<file path="config.mk">
export PLATFORM = sky130hd
export DESIGN_NAME = dual_hbridge_control_logic
export DESIGN_NICKNAME = d
export VERILOG_FILES = /design/src/shared/hbridge_pkg.sv /design/src/logic/bridge_chopper.sv /design/src/logic/bridge_ocp.sv /design/src/logic/dual_hbridge_control_logic.sv
export SDC_FILE = /design/constraint.sdc
export NUM_CORES = 1
export LEC_CHECK = 0
export ABC_AREA = 1
export BUFFER_PORTS_ARGS = -buffer_cell sky130_fd_sc_hd__buf_2
export CORE_UTILIZATION = 39
export CTS_BUF_LIST = sky130_fd_sc_hd__clkbuf_4 sky130_fd_sc_hd__clkbuf_8 sky130_fd_sc_hd__clkbuf_16
export DETAILED_ROUTE_END_ITERATION = 7
export GPL_TIMING_DRIVEN = 0
export HOLD_SLACK_MARGIN = 0.02
export SLEW_MARGIN = 20
export SYNTH_ARGS = -nofsm -noshare
export SYNTH_HDL_FRONTEND = slang
export SYNTH_SLANG_ARGS = --single-unit
</file>
<file path="constraint.sdc">
create_clock -name clk -period 2.35 [get_ports clk]
set_input_delay 0.1175 -clock clk [delete_from_list [all_inputs] [get_ports clk]]
set_output_delay 0.1175 -clock clk [all_outputs]
set_load 0.02 [all_outputs]
</file>
<file path="src/shared/hbridge_pkg.sv">
// shared constants and carrier types for the dual h-bridge control logic
// assumes a 200 MHz clock; analog comparators arrive as synchronous levels
package hbridge_pkg;
  localparam int unsigned clk_mhz = 200;
  localparam int unsigned pwm_freq_hz = 45000;
  localparam int unsigned pwm_period_cycles = (clk_mhz * 1000000) / pwm_freq_hz;
  localparam int unsigned blank_time_ns = 4000;
  localparam int unsigned blank_cycles = (blank_time_ns * clk_mhz + 999) / 1000;
  localparam int unsigned ocp_deglitch_ns = 4700;
  localparam int unsigned ocp_deglitch_cycles = (ocp_deglitch_ns * clk_mhz + 999) / 1000;
  localparam int unsigned ocp_retry_us = 1400;
  localparam int unsigned ocp_retry_cycles_default = ocp_retry_us * clk_mhz;
  localparam int unsigned wake_time_us = 1300;
  localparam int unsigned wake_cycles_default = wake_time_us * clk_mhz;
  localparam int unsigned trip_ref_mv = 195;
  localparam int unsigned count_width = 20;

  // one bridge's pair of control inputs
  typedef struct packed {
    logic in_1;
    logic in_2;
  } ctrl_pair_type;

  // one bridge's output pins: level and enable (enable high while driven)
  typedef struct packed {
    logic out_1;
    logic oe_1;
    logic out_2;
    logic oe_2;
  } drive_pair_type;

  // analog limit flags of one bridge
  typedef struct packed {
    logic hs_limit;
    logic ls_limit;
  } limit_flags_type;

  localparam drive_pair_type drive_coast = 4'h0;
endpackage : hbridge_pkg

</file>
<file path="src/logic/bridge_chopper.sv">
// fixed-frequency current chopping for one bridge
// assumes sense_trip is the 195 mV comparator, synchronous to clk
`timescale 1ns/10ps
`default_nettype none
module bridge_chopper (
  input wire logic clk,
  input wire logic reset,
  input wire logic pwm_start,
  input wire logic drive_active,
  input wire logic sense_trip,
  output logic chop
);
  logic [hbridge_pkg::count_width-1:0] blank_q, blank_d;
  logic chop_q, chop_d;
  logic active_q, active_d;

  always_comb begin
    blank_d = blank_q;
    chop_d = chop_q;
    active_d = drive_active;
    if (drive_active && !active_q) begin
      blank_d = hbridge_pkg::count_width'(hbridge_pkg::blank_cycles);
    end else if (blank_q != '0) begin
      blank_d = blank_q - 1'b1;
    end
    if (pwm_start) begin
      chop_d = 1'b0;
      blank_d = hbridge_pkg::count_width'(hbridge_pkg::blank_cycles);
    end else if (drive_active && blank_q == '0 && sense_trip) begin
      chop_d = 1'b1;
    end
  end

  always_ff @(posedge clk) begin
    if (reset) begin
      blank_q <= '0;
      chop_q <= 1'b0;
      active_q <= 1'b0;
    end else begin
      blank_q <= blank_d;
      chop_q <= chop_d;
      active_q <= active_d;
    end
  end

  assign chop = chop_q;
endmodule : bridge_chopper
`default_nettype wire

</file>
<file path="src/logic/bridge_ocp.sv">
// over-current deglitch and retry for one bridge
// assumes limit flags come from per-switch analog current limits
`timescale 1ns/10ps
`default_nettype none
module bridge_ocp #(
  parameter int unsigned retry_cycles = hbridge_pkg::ocp_retry_cycles_default
) (
  input wire logic clk,
  input wire logic reset,
  input wire hbridge_pkg::limit_flags_type limits,
  output logic shut
);
  typedef enum logic [1:0] {ocp_run, ocp_off} ocp_state_type;
  ocp_state_type state_q, state_d;
  logic [hbridge_pkg::count_width-1:0] deg_q, deg_d;
  logic [hbridge_pkg::count_width-1:0] retry_q, retry_d;
  logic hit;

  assign hit = limits.hs_limit | limits.ls_limit;

  always_comb begin
    state_d = state_q;
    deg_d = deg_q;
    retry_d = retry_q;
    case (state_q)
      ocp_run: begin
        if (!hit) begin
          deg_d = '0;
        end else if (deg_q >= hbridge_pkg::count_width'(hbridge_pkg::ocp_deglitch_cycles)) begin
          state_d = ocp_off;
          retry_d = hbridge_pkg::count_width'(retry_cycles - 1);
          deg_d = '0;
        end else begin
          deg_d = deg_q + 1'b1;
        end
      end
      ocp_off: begin
        if (retry_q == '0) begin
          state_d = ocp_run;
        end else begin
          retry_d = retry_q - 1'b1;
        end
      end
      default: state_d = ocp_run;
    endcase
  end

  always_ff @(posedge clk) begin
    if (reset) begin
      state_q <= ocp_run;
      deg_q <= '0;
      retry_q <= '0;
    end else begin
      state_q <= state_d;
      deg_q <= deg_d;
      retry_q <= retry_d;
    end
  end

  assign shut = (state_q == ocp_off);
endmodule : bridge_ocp
`default_nettype wire

</file>
<file path="src/logic/dual_hbridge_control_logic.sv">
// top of the dual h-bridge control logic: decode, chopping, sleep, faults
// assumes all pins and analog flags are synchronous to clk
// Behaviour
// - per bridge: 00 coast, 01 reverse, 10 forward, 11 brake.
// - fast decay floats all switches; slow decay shorts the winding low.
// - a chop trip cuts drive until the next pwm cycle starts.
// - sense is ignored for 4 us after drive turns on, except when it resumes after a thermal or over-current shutdown.
// - blanking is also the minimum on-time per pwm cycle.
// - trip comes from a 195 mV sense comparator.
// - on trip both low sides turn on until next pwm cycle.
// - chopping cycle timed by an internal 45 kHz pwm clock.
// - sleep low disables bridges, pump, resets logic, stops clocks.
// - inputs ignored while asleep, honoured again after wake.
// - bridges start up to 1.3 ms after sleep goes high.
// - over-current beyond deglitch disables that bridge and asserts fault.
// - after retry period re-enable and release fault; repeat if persistent.
// - over-current shuts only its own bridge.
// - high and low side over-current detected apart from sense path.
// - over-temperature disables switches, faults, resumes when cleared.
// - under-voltage disables all, resets logic, faults, resumes on recovery.
`timescale 1ns/10ps
`default_nettype none
module dual_hbridge_control_logic #(
  parameter int unsigned wake_cycles = hbridge_pkg::wake_cycles_default,
  parameter int unsigned ocp_retry_cycles = hbridge_pkg::ocp_retry_cycles_default
) (
  input wire logic clk,
  input wire logic reset,
  input wire logic sleep_n,
  input wire hbridge_pkg::ctrl_pair_type bridge_a_ctrl,
  input wire hbridge_pkg::ctrl_pair_type bridge_b_ctrl,
  input wire logic bridge_a_current_sense_in,
  input wire logic bridge_b_current_sense_in,
  input wire hbridge_pkg::limit_flags_type bridge_a_limits,
  input wire hbridge_pkg::limit_flags_type bridge_b_limits,
  input wire logic thermal_cutoff,
  input wire logic supply_low_lockout,
  output hbridge_pkg::drive_pair_type bridge_a_drive,
  output hbridge_pkg::drive_pair_type bridge_b_drive,
  output logic charge_pump_en,
  output logic fault_n_out,
  output logic fault_n_oe
);
  typedef enum logic [1:0] {st_sleep, st_wake, st_run} power_state_type;
  power_state_type pstate_q, pstate_d;
  logic [hbridge_pkg::count_width-1:0] wake_q, wake_d;
  logic [hbridge_pkg::count_width-1:0] pwm_q, pwm_d;
  logic core_reset;
  logic pwm_start;
  logic pump_q, pump_d;
  logic fault_q, fault_d;

  hbridge_pkg::ctrl_pair_type ctrl [2];
  hbridge_pkg::limit_flags_type lim [2];
  logic sense [2];
  logic chop [2];
  logic ocp_shut [2];
  hbridge_pkg::drive_pair_type drv_q [2];
  hbridge_pkg::drive_pair_type drv_d [2];

  assign ctrl[0] = bridge_a_ctrl;
  assign ctrl[1] = bridge_b_ctrl;
  assign lim[0] = bridge_a_limits;
  assign lim[1] = bridge_b_limits;
  assign sense[0] = bridge_a_current_sense_in;
  assign sense[1] = bridge_b_current_sense_in;

  // sleep and under-voltage both hold the internal logic in reset
  assign core_reset = reset | !sleep_n | supply_low_lockout;

  // power sequencing
  always_comb begin
    pstate_d = pstate_q;
    wake_d = wake_q;
    pump_d = 1'b0;
    case (pstate_q)
      st_sleep: begin
        pstate_d = st_wake;
        wake_d = hbridge_pkg::count_width'(wake_cycles - 1);
      end
      st_wake: begin
        pump_d = 1'b1;
        if (wake_q == '0) begin
          pstate_d = st_run;
        end else begin
          wake_d = wake_q - 1'b1;
        end
      end
      st_run: begin
        pump_d = 1'b1;
      end
      default: pstate_d = st_sleep;
    endcase
  end

  always_ff @(posedge clk) begin
    if (core_reset) begin
      pstate_q <= st_sleep;
      wake_q <= '0;
      pump_q <= 1'b0;
    end else begin
      pstate_q <= pstate_d;
      wake_q <= wake_d;
      pump_q <= pump_d;
    end
  end

  // internal pwm time base; held in reset while asleep
  always_comb begin
    if (pwm_q == hbridge_pkg::count_width'(hbridge_pkg::pwm_period_cycles - 1)) begin
      pwm_d = '0;
    end else begin
      pwm_d = pwm_q + 1'b1;
    end
  end

  always_ff @(posedge clk) begin
    if (core_reset) begin
      pwm_q <= '0;
    end else begin
      pwm_q <= pwm_d;
    end
  end

  assign pwm_start = (pwm_q == '0) && (pstate_q == st_run);

  // per bridge chopping, protection and output decode
  for (genvar b = 0; b < 2; b++) begin : g_bridge
    logic active;
    assign active = ctrl[b].in_1 ^ ctrl[b].in_2;

    bridge_chopper u_chop (
      .clk(clk),
      .reset(core_reset),
      .pwm_start(pwm_start),
      .drive_active(active && pstate_q == st_run),
      .sense_trip(sense[b]),
      .chop(chop[b])
    );

    bridge_ocp #(
      .retry_cycles(ocp_retry_cycles)
    ) u_ocp (
      .clk(clk),
      .reset(core_reset),
      .limits(lim[b]),
      .shut(ocp_shut[b])
    );

    always_comb begin
      drv_d[b] = hbridge_pkg::drive_coast;
      if (pstate_q != st_run || thermal_cutoff || ocp_shut[b]) begin
        drv_d[b] = hbridge_pkg::drive_coast;
      end else if (chop[b] && active) begin
        drv_d[b] = '{out_1: 1'b0, oe_1: 1'b1, out_2: 1'b0, oe_2: 1'b1};
      end else begin
        case ({ctrl[b].in_1, ctrl[b].in_2})
          2'b00: drv_d[b] = hbridge_pkg::drive_coast;
          2'b01: drv_d[b] = '{out_1: 1'b0, oe_1: 1'b1, out_2: 1'b1, oe_2: 1'b1};
          2'b10: drv_d[b] = '{out_1: 1'b1, oe_1: 1'b1, out_2: 1'b0, oe_2: 1'b1};
          2'b11: drv_d[b] = '{out_1: 1'b0, oe_1: 1'b1, out_2: 1'b0, oe_2: 1'b1};
          default: drv_d[b] = hbridge_pkg::drive_coast;
        endcase
      end
    end

    always_ff @(posedge clk) begin
      if (core_reset) begin
        drv_q[b] <= hbridge_pkg::drive_coast;
      end else begin
        drv_q[b] <= drv_d[b];
      end
    end
  end

  // fault is the or of every source; under-voltage bypasses the core reset
  always_comb begin
    fault_d = supply_low_lockout | thermal_cutoff | ocp_shut[0] | ocp_shut[1];
  end

  always_ff @(posedge clk) begin
    if (reset || !sleep_n) begin
      fault_q <= 1'b0;
    end else begin
      fault_q <= fault_d;
    end
  end

  assign bridge_a_drive = drv_q[0];
  assign bridge_b_drive = drv_q[1];
  assign charge_pump_en = pump_q;
  assign fault_n_out = 1'b0;
  assign fault_n_oe = fault_q;
endmodule : dual_hbridge_control_logic
`default_nettype wire

</file>
# Yosys cells after proc, flatten, opt, wreduce, memory -nomap -nowiden
# Memories as Yosys holds them, arrays and structs flattened.
# Index checks and enable logic that the tools add are counted.
# totals
reg_bits	172
ramBits	8
output_inout_bits	11
memories	1
# classes
addsub	8
order_cmp	2
eq_ne	22
n_mux	42
bitwise	12
reduce_logical	47
# mem_list
memory	words	word_bits	read_ports	rd_ports_with_merged_regs	wr	line	text
drv_q	2	4	2	0	2	dual_hbridge_control_logic.sv:58	hbridge_pkg::drive_pair_type drv_q [2];
# ops
cell	n
$mux W20	11
$logic_not A20 Y1	6
$pmux W20 S2	3
$sub A20 B1 Y20 const B	5
$add A20 B1 Y20 const B	3
$mux W10	6
$ge A20 B10 Y1 const B	2
$reduce_bool A20 Y1	2
$pmux W4 S4	2
$mux W4	6
$eq A20 B13 Y1 const B	1
$mux W2	7
$ne A2 B2 Y1 const B	7
$logic_and A1 B1 Y1	11
$eq A2 B1 Y1 const B	5
$eq A2 B2 Y1 const B	5
$logic_not A2 Y1	5
$or A1 B1 Y1	9
$ne A2 B1 Y1 const B	4
$pmux W2 S2	2
$reduce_and A4 Y1	2
$pmux W2 S3	1
$reduce_and A3 Y1	2
$reduce_bool A2 Y1	3
9 further kinds	23

# Logic depth before layout (Yosys ltp)
# Gate-level depths: netlist (run 1).
# depth
ltp_word	6
depth_mapped	13

# By module
# Synthesis (run 1) repeated with hierarchy kept, for this count alone.
# hier_totals
cells_unflattened	1527
area_unflattened_um2	10227.3
# modules_own_cells
mod	instances	cells_each	area_per_inst_um2	seq_area_each_um2
bridge_ocp	2	360	2346.0	820.8
dual_hbridge_control_logic	1	439	2945.3	1001.0
bridge_chopper	2	184	1295.0	440.4

# Worst setup path before layout (run 1)
# No wires, ideal clock.
# synth_path
kind	register to register
startpoint	reg pstate_q[0]
endpoint	reg g_bridge[1].u_chop.blank_q[10] (netlist name)
arrival_ps	1454
slack_ps	783
path_stages_with_launch	9
synth_period_minus_slack_ps	1567
path_cell_list	dfxtp_1 inv_1 ha_1 nand2_1 or2_2 and2_1 nand2_1 buf_4 nor2_1
# synth_via
elab_chain_len	4
word_cells_on_any_way	5
classes_between	1 x eq/ne; 4 x reduce/logical
# synth_rtl
element	line	text
from (decl)	dual_hbridge_control_logic.sv:45	power_state_type pstate_q, pstate_d;
from (signal assigned)	dual_hbridge_control_logic.sv:98	pstate_q <= st_sleep;
from (signal assigned)	dual_hbridge_control_logic.sv:102	pstate_q <= pstate_d;
$eq A2 B2 Y1 *	dual_hbridge_control_logic.sv:125, dual_hbridge_control_logic.sv:136	
$logic_and A1 B1 Y1	dual_hbridge_control_logic.sv:136	.drive_active(active && pstate_q == st_run),
$logic_and A1 B1 Y1	bridge_chopper.sv:21	if (drive_active && !active_q) begin
$reduce_or A3 Y1 (no line) *	--	
to (signal assigned)	bridge_chopper.sv:40	blank_q <= blank_d;
to (decl)	bridge_chopper.sv:13	logic [hbridge_pkg::count_width-1:0] blank_q, blank_d;
# Every way passes the cells marked *; elsewhere a longest branch is shown, timed or not.
# A chain may end at the register's enable or synchronous reset.

# Final worst setup path (run 1)
# Same ends and word-level chain as after synthesis.

==> metrics.csv, run 1 <==
stage,metric,value,unit
timing,timing.final.crit_share,88.1,%
outcome,run_status,"finished, final reports clean",
placed_design,dp_cell_count,1796,
setup_path,critPathCaptureType,register,
drt,wl,22.8,mm
synthesis,ys.warnings.count,0,
clock_tree,htree_num_levels,4,
floorplanning,die_h,159,µm
power,power_density,892,nW/µm²
synthesis,synth-async-reset-ratio,0,%
worst_hold_path,worst_hold_endpoint,fault_n_oe,
setup_path,startpoint_type,register,
setup_path,timing.setup.critical_path_class,register to register,
synthesis,netlist-cell-type-count,44,
timing,totalNegativeSetupSlack,0,ps
clock_tree,clkSlewWorstSetupHoldPaths,70,ps
synthesis,share_of_the_synthesized_area_in_the_top_cell_type,36.6,%
placed_design,io_buffers,24,
drt,drt_pass1_iterations,5,
clock_tree,clk_path_buf_depth,2,
synthesis,synth_top_cell_by_area,dfxtp_1,
timing,timing.final.max_slew_violations,0,
cells_and_area,design.final.nets,1538,
synthesis,synthTopCellsByArea,"dfxtp_1 37%, nand2_1 14%, nor2_1 10%",
synthesis,post_synth_instance_area,9640,µm²
floorplanning,die_ar,25300,µm²
global_routing,grt_pass1_vias,8249,
timing,finClkSkew,13.0,ps
global_routing,antenna_found_initial,0,
clock_tree,clock_insertion_delay_worst_skew,430,ps
setup_path,critPathTopFamily,simple AND/OR/NAND/NOR gates,
floorplanning,initial_utilization,39.7,%
floorplanning,std_cell_rows,57,
setup_path,cp_data_arrival_time,2390,ps
synthesis,synthesis.area_per_instance,6.66,µm²
cells_and_area,final-instance-count-excl-fill,1833,
synthesis,synth_enable_flop_cells,0,
worst_hold_path,worstHoldPathCells,3,
synthesis,synth.net_count,1490,
synthesis,postSynthRegisterBits,176,
setup_path,timing.rr.start,pstate_q[0],
setup_path,critical_path_required,2670,ps
timing,relSlewSlack,50.1,%
global_routing,global_route.usage.total,18.6,%
drt,post_drt_via_cell_ratio,4.82,
clock_tree,cts_resized,0,
power,power_leakage,4.74,nW
drt,detail_route.drc_violations,0,
timing,report.final.setup_viol,0,
setup_path,crit_path_frequent_cell,inv_1,
global_routing,wire_length_of_the_first_global_routing_pass,39.1,mm
cells_and_area,syn2layout_area_growth,11.9,%
timing,worst_slew_pin_tran,740,ps
setup_path,timing.critical_path.depth,9,
setup_path,cp_cell_sequence,inv_1 -> ha_1 -> inv_1 -> nor4_1 -> nand3_1 -> and2_1 -> nand2_1 -> buf_4 -> nor2_1,
clock_tree,tritoncts_clock_tree,done,
clock_tree,tritoncts_num_sinks,176,
clock_tree,ctsRootBufferMaster,clkbuf_16,
global_routing,grt_start_max_net_pins,17,
synthesis,dominantRegCellSynth,dfxtp_1,
floorplanning,floorplan.core_area,24200,µm²
setup_path,crit_buf_inv,3,
cells_and_area,antenna_cells_inserted,0,
setup_path,ff2ff_path_depth,9,
global_routing,globalRouteOverflowTotal,0,
drt,route.antenna.remaining_nets,0,
timing,hold_viol,0,
worst_hold_path,min_from,sleep_n,
floorplanning,design.portCount,26,
setup_path,regToRegEndpoint,g_bridge[1].u_chop.blank_q[10],
drt,via_count,8826,
timing,max_freq,483,MHz
cells_and_area,layout.cells.most_common_list,"360 x nand2_1, 264 x nor2_1, 176 x dfxtp_1",
drt,drt-initial-drc-count,499,
setup_path,cpMaxStageDelayCell,ha_1,
setup_path,flop2flop_setup_slack,280,ps
power,max-vdd-ir-drop,582,µV
worst_hold_path,hold_path_class,input port to register,
placed_design,globalplace.congestion,0.879,
timing,timing.final.crit_period,2070,ps
clock_tree,cts_inserted_buffers,17,
placed_design,hpwlAfterDp,16.6,mm
setup_path,timing.critical_path.fanout_max,10,
synthesis,cell_count_after_synthesis,1448,
setup_path,slowest_delay,330,ps
cells_and_area,drive_above_1_share,10.1,%
cells_and_area,layout_commonest_cell,nand2_1,
run,max-cap-violations,0,
drt,wire_per_inst,12.4,µm
synthesis,synth_sequential_area_ratio,36.6,%
floorplanning,chipWidth,159,µm
timing,unrepaired_setup_endpoints_after_global_routing,false,
timing,fin_worst_hold_slack,25.6,ps
==> power breakdown <==
part	switching, mW	total (mW)	internal (mW)	leakage [nW]
sequential	0.169	3.34	3.17	1.42
clock	1.28	2.78	1.50	0.277
combinational	2.18	3.49	1.31	3.05
==> flip-flops by register name (all words and copies together) (netlist names) <==
| register | cells |
|---|---|
| fault_n_oe | 1 |
| pstate_q | 2 |
| g_bridge.u_ocp.retry_q | 40 |
| wake_q | 20 |
| g_bridge.u_chop.chop | 2 |
| g_bridge.u_ocp.state_q | 2 |
| drv_q | 6 |
| pwm_q | 20 |
| charge_pump_en | 1 |
| g_bridge.u_ocp.deg_q | 40 |
| g_bridge.u_chop.active_q | 2 |
| g_bridge.u_chop.blank_q | 40 |
==> final cells by class <==
class,instances,area (µm²)
fillers,2539,13500
multi-input cells,1084,5340
flip-flops and latches,176,3520
inverters,151,571
clock buffers,19,440
well taps,324,405
plain buffers,37,208
repair buffers,29,170
clock inverters,13,128
==> layer usage <==
layer | track usage [%] | up-vias | wire length [µm] | share of wire [%]
met5 | 0 | - | 0 | 0
met3 | 3.13 | 21 | 620 | 2.7
met1 | 24.5 | 4007 | 11300 | 50
met4 | 5.68 | 0 | 280 | 1.2
met2 | 31.0 | 103 | 10600 | 47
li1 | - | 4695 | - | -
==> cell usage after synthesis (14+ instances only) <==
cell	count
nand2_1	360
nor2_1	264
dfxtp_1	176
inv_1	145
nand3_1	98
a21oi_1	83
o21ai_0	40
xor2_1	39
nand4_1	31
nor3_1	28
ha_1	27
or2_2	15
clkbuf_1	14
nand2_2	14
==> kinds of logic after synthesis <==
family	Yosys count	synth area share (%)
buffers and inverters	188	8.08
other	1	0.0389
flip-flops	176	36.6
AO/OA/AOI/OAI	143	8.02
adder cells (fa/ha/maj)	27	3.51
AND/OR/NAND/NOR	864	39.3
XOR/XNOR	49	4.45
==> worst max path at each step <==
stage,from,endpoint,slack (ps)
2_1_floorplan,pstate_q[0],g_bridge[1].u_chop.blank_q[10],780
3_3_place_gp,pstate_q[0],g_bridge[1].u_chop.blank_q[10],340
3_5_place_dp,pstate_q[0],g_bridge[0].u_chop.blank_q[15],270
4_1_cts,pstate_q[0],g_bridge[0].u_chop.blank_q[15],280
5_1_grt,pstate_q[0],g_bridge[0].u_chop.blank_q[13],100
6_report,pstate_q[0],g_bridge[1].u_chop.blank_q[10],280
==> tightest hold or removal path: cells and delay by family <==
kind            cells  cell delay [ps]
compound gates      1               60
buf+inv             1              100
simple gates        1              140
==> stage by stage <==
stage	util [%]	power [mW]	instance area (µm²)	setup slack (ps)
after CTS	44.5	10.3	10800	280
final	44.5	9.62	10800	280
after floorplan	-	6.20	9640	783
after global routing	44.5	12.5	10800	96.3
after detailed placement	41.9	7.44	10200	274
after global placement	41.9	7.15	10200	339
==> repair_timing <==
item                                   in CTS  in global routing
buffers inserted                            0                  0
endpoints found under the hold margin       4                  0
hold buffers                                5                  0
Power figures use the tool's default switching activity.
==> run 2, diff against run 1 <==
BUFFER_PORTS_ARGS = -buffer_cell sky130_fd_sc_hd__buf_4   (was -buffer_cell sky130_fd_sc_hd__buf_2)
==> metrics.csv, run 2 (synthesis results as in run 1) <==
stage,metric,value,unit
outcome,run_status,"finished, final reports clean",
timing,worst_slew_pin_tran,791,ps
timing,relSlewSlack,46.7,%
cells_and_area,filler_cell_count,2577,
setup_path,timing.setup.critical_path_class,register to register,
power,max-vdd-ir-drop,844,µV
placed_design,placement.setup.worst_slack,280,ps
worst_hold_path,worstHoldPathCells,4,
floorplanning,std_cell_rows,57,
placed_design,dp_cell_count,1796,
clock_tree,cts_inserted_buffers,17,
placed_design,io_buffers,24,
global_routing,antenna_found_initial,0,
timing,unrepaired_setup_endpoints_after_global_routing,false,
clock_tree,clock_insertion_delay_worst_skew,430,ps
setup_path,cpMaxStageDelayCell,ha_1,
timing,max_freq,486,MHz
floorplanning,initial_utilization,39.7,%
global_routing,grt_pass1_vias,8160,
timing,hold_viol,0,
cells_and_area,final-instance-count-excl-fill,1832,
timing,timing.final.crit_share,87.5,%
global_routing,globalRouteOverflowTotal,0,
drt,drt_pass1_iterations,5,
global_routing,wire_length_of_the_first_global_routing_pass,38.9,mm
timing,finalWorstSetupSlack,294,ps
timing,timing.final.max_slew_violations,0,
timing,timing.final.crit_period,2060,ps
clock_tree,ctsRootBufferMaster,clkbuf_16,
cells_and_area,antenna_cells_inserted,0,
floorplanning,die_h,159,µm
drt,route.antenna.remaining_nets,0,
setup_path,cp_cell_sequence,inv_1 -> ha_1 -> inv_1 -> nor4_1 -> nand3_1 -> and2_1 -> nand2_1 -> buf_4 -> nor2_1,
cells_and_area,layout.cells.most_common_list,"360 x nand2_1, 264 x nor2_1, 176 x dfxtp_1",
clock_tree,cts_resized,0,
setup_path,cp_data_arrival_time,2380,ps
timing,report.final.setup_viol,0,
clock_tree,htree_num_levels,4,
power,finalPower,11.1,mW
clock_tree,tritoncts_clock_tree,done,
floorplanning,floorplan.core_area,24200,µm²
setup_path,startpoint_of_the_worst_setup_timing_path,pstate_q[0],
setup_path,crit_path_frequent_cell,inv_1,
setup_path,timing.critical_path.fanout_max,10,
drt,post_drt_via_cell_ratio,4.77,
drt,drt-initial-drc-count,463,
placed_design,placedInstanceArea,10200,µm²
cells_and_area,finish.utilization,44.7,%
power,power_leakage,4.75,nW
setup_path,critical_path_required,2670,ps
floorplanning,chipWidth,159,µm
clock_tree,clkSlewWorstSetupHoldPaths,70,ps
setup_path,critPathCaptureType,register,
setup_path,slowest_delay,340,ps
drt,via_count,8746,
run,max-cap-violations,0,
timing,finClkSkew,12.0,ps
global_routing,global_route.usage.total,18.3,%
global_routing,grt_start_max_net_pins,18,
cells_and_area,design.final.nets,1537,
worst_hold_path,min_from,reset,
placed_design,globalplace.congestion,0.880,
worst_hold_path,hold_path_class,input port to register,
clock_tree,tritoncts_num_sinks,176,
placed_design,hpwlAfterDp,16.5,mm
timing,totalNegativeSetupSlack,0,ps
floorplanning,die_ar,25300,µm²
drt,wl,22.6,mm
cells_and_area,layout_commonest_cell,nand2_1,
floorplanning,design.portCount,26,
drt,wire_per_inst,12.4,µm
power,power_density,1030,nW/µm²
cells_and_area,stdcell_area,10800,µm²
setup_path,ff2ff_path_depth,9,
cells_and_area,drive_above_1_share,10.1,%
setup_path,startpoint_type,register,
drt,detail_route.drc_violations,0,
cells_and_area,syn2layout_area_growth,12.4,%
cells_and_area,reg.largest.list,"g_bridge.u_chop.blank_q: 40 flops, g_bridge.u_ocp.deg_q: 40 flops, g_bridge.u_ocp.retry_q: 40 flops",
clock_tree,clk_path_buf_depth,2,
setup_path,timing.rr.start,pstate_q[0],
timing,fin_worst_hold_slack,27.3,ps
==> run 2: per-layer routing <==
| metal | global-route usage, % | vias up | wire length (µm) |
|---|---|---|---|
| met5 | 0 | - | 0 |
| met4 | 5.46 | 0 | 315 |
| met3 | 2.55 | 26 | 498 |
| met2 | 30.5 | 101 | 10400 |
| met1 | 24.5 | 3931 | 11500 |
| li1 | - | 4688 | - |
==> run 2: worst paths after layout <==
| kind | endpoint | slack [ps] |
|---|---|---|
| max | g_bridge[1].u_chop.blank_q[15] | 290 |
| min | fault_n_oe | 30 |
| max reg2reg | g_bridge[1].u_chop.blank_q[15] | 290 |
| min reg2reg | g_bridge[1].u_ocp.deg_q[15] | 440 |
==> run 2: worst max-delay path, delay by kind of cell, from the launching register on <==
family | cells | cell delay [ps]
flip-flops | 1 | 310
buffers and inverters | 3 | 500
adder cells (fa/ha/maj) | 1 | 340
AND/OR/NAND/NOR | 5 | 800
==> run 2: layout make-up <==
class | count | area, µm² | area share [%]
Inverter | 151 | 571 | 5.27
Buffer | 37 | 208 | 1.92
Multi-Input combinational cell | 1084 | 5340 | 49.3
Clock buffer | 19 | 447 | 4.13
Sequential cell | 176 | 3520 | 32.5
Timing Repair Buffer | 28 | 220 | 2.03
Clock inverter | 13 | 119 | 1.10
Tap cell | 324 | 405 | 3.74
==> run 2: report_power, final <==
group | internal, mW | total [mW] | switching [mW]
Sequential | 3.25 | 3.48 | 0.233
Combinational | 1.87 | 4.89 | 3.02
Clock | 1.44 | 2.78 | 1.34
Total | 6.55 | 11.1 | 4.59
==> run 2: timing repair <==
action                    4_1_cts  5_1_grt
hold buffers                    4        0
setup buffers                   0        0
hold endpoints to repair        5        0
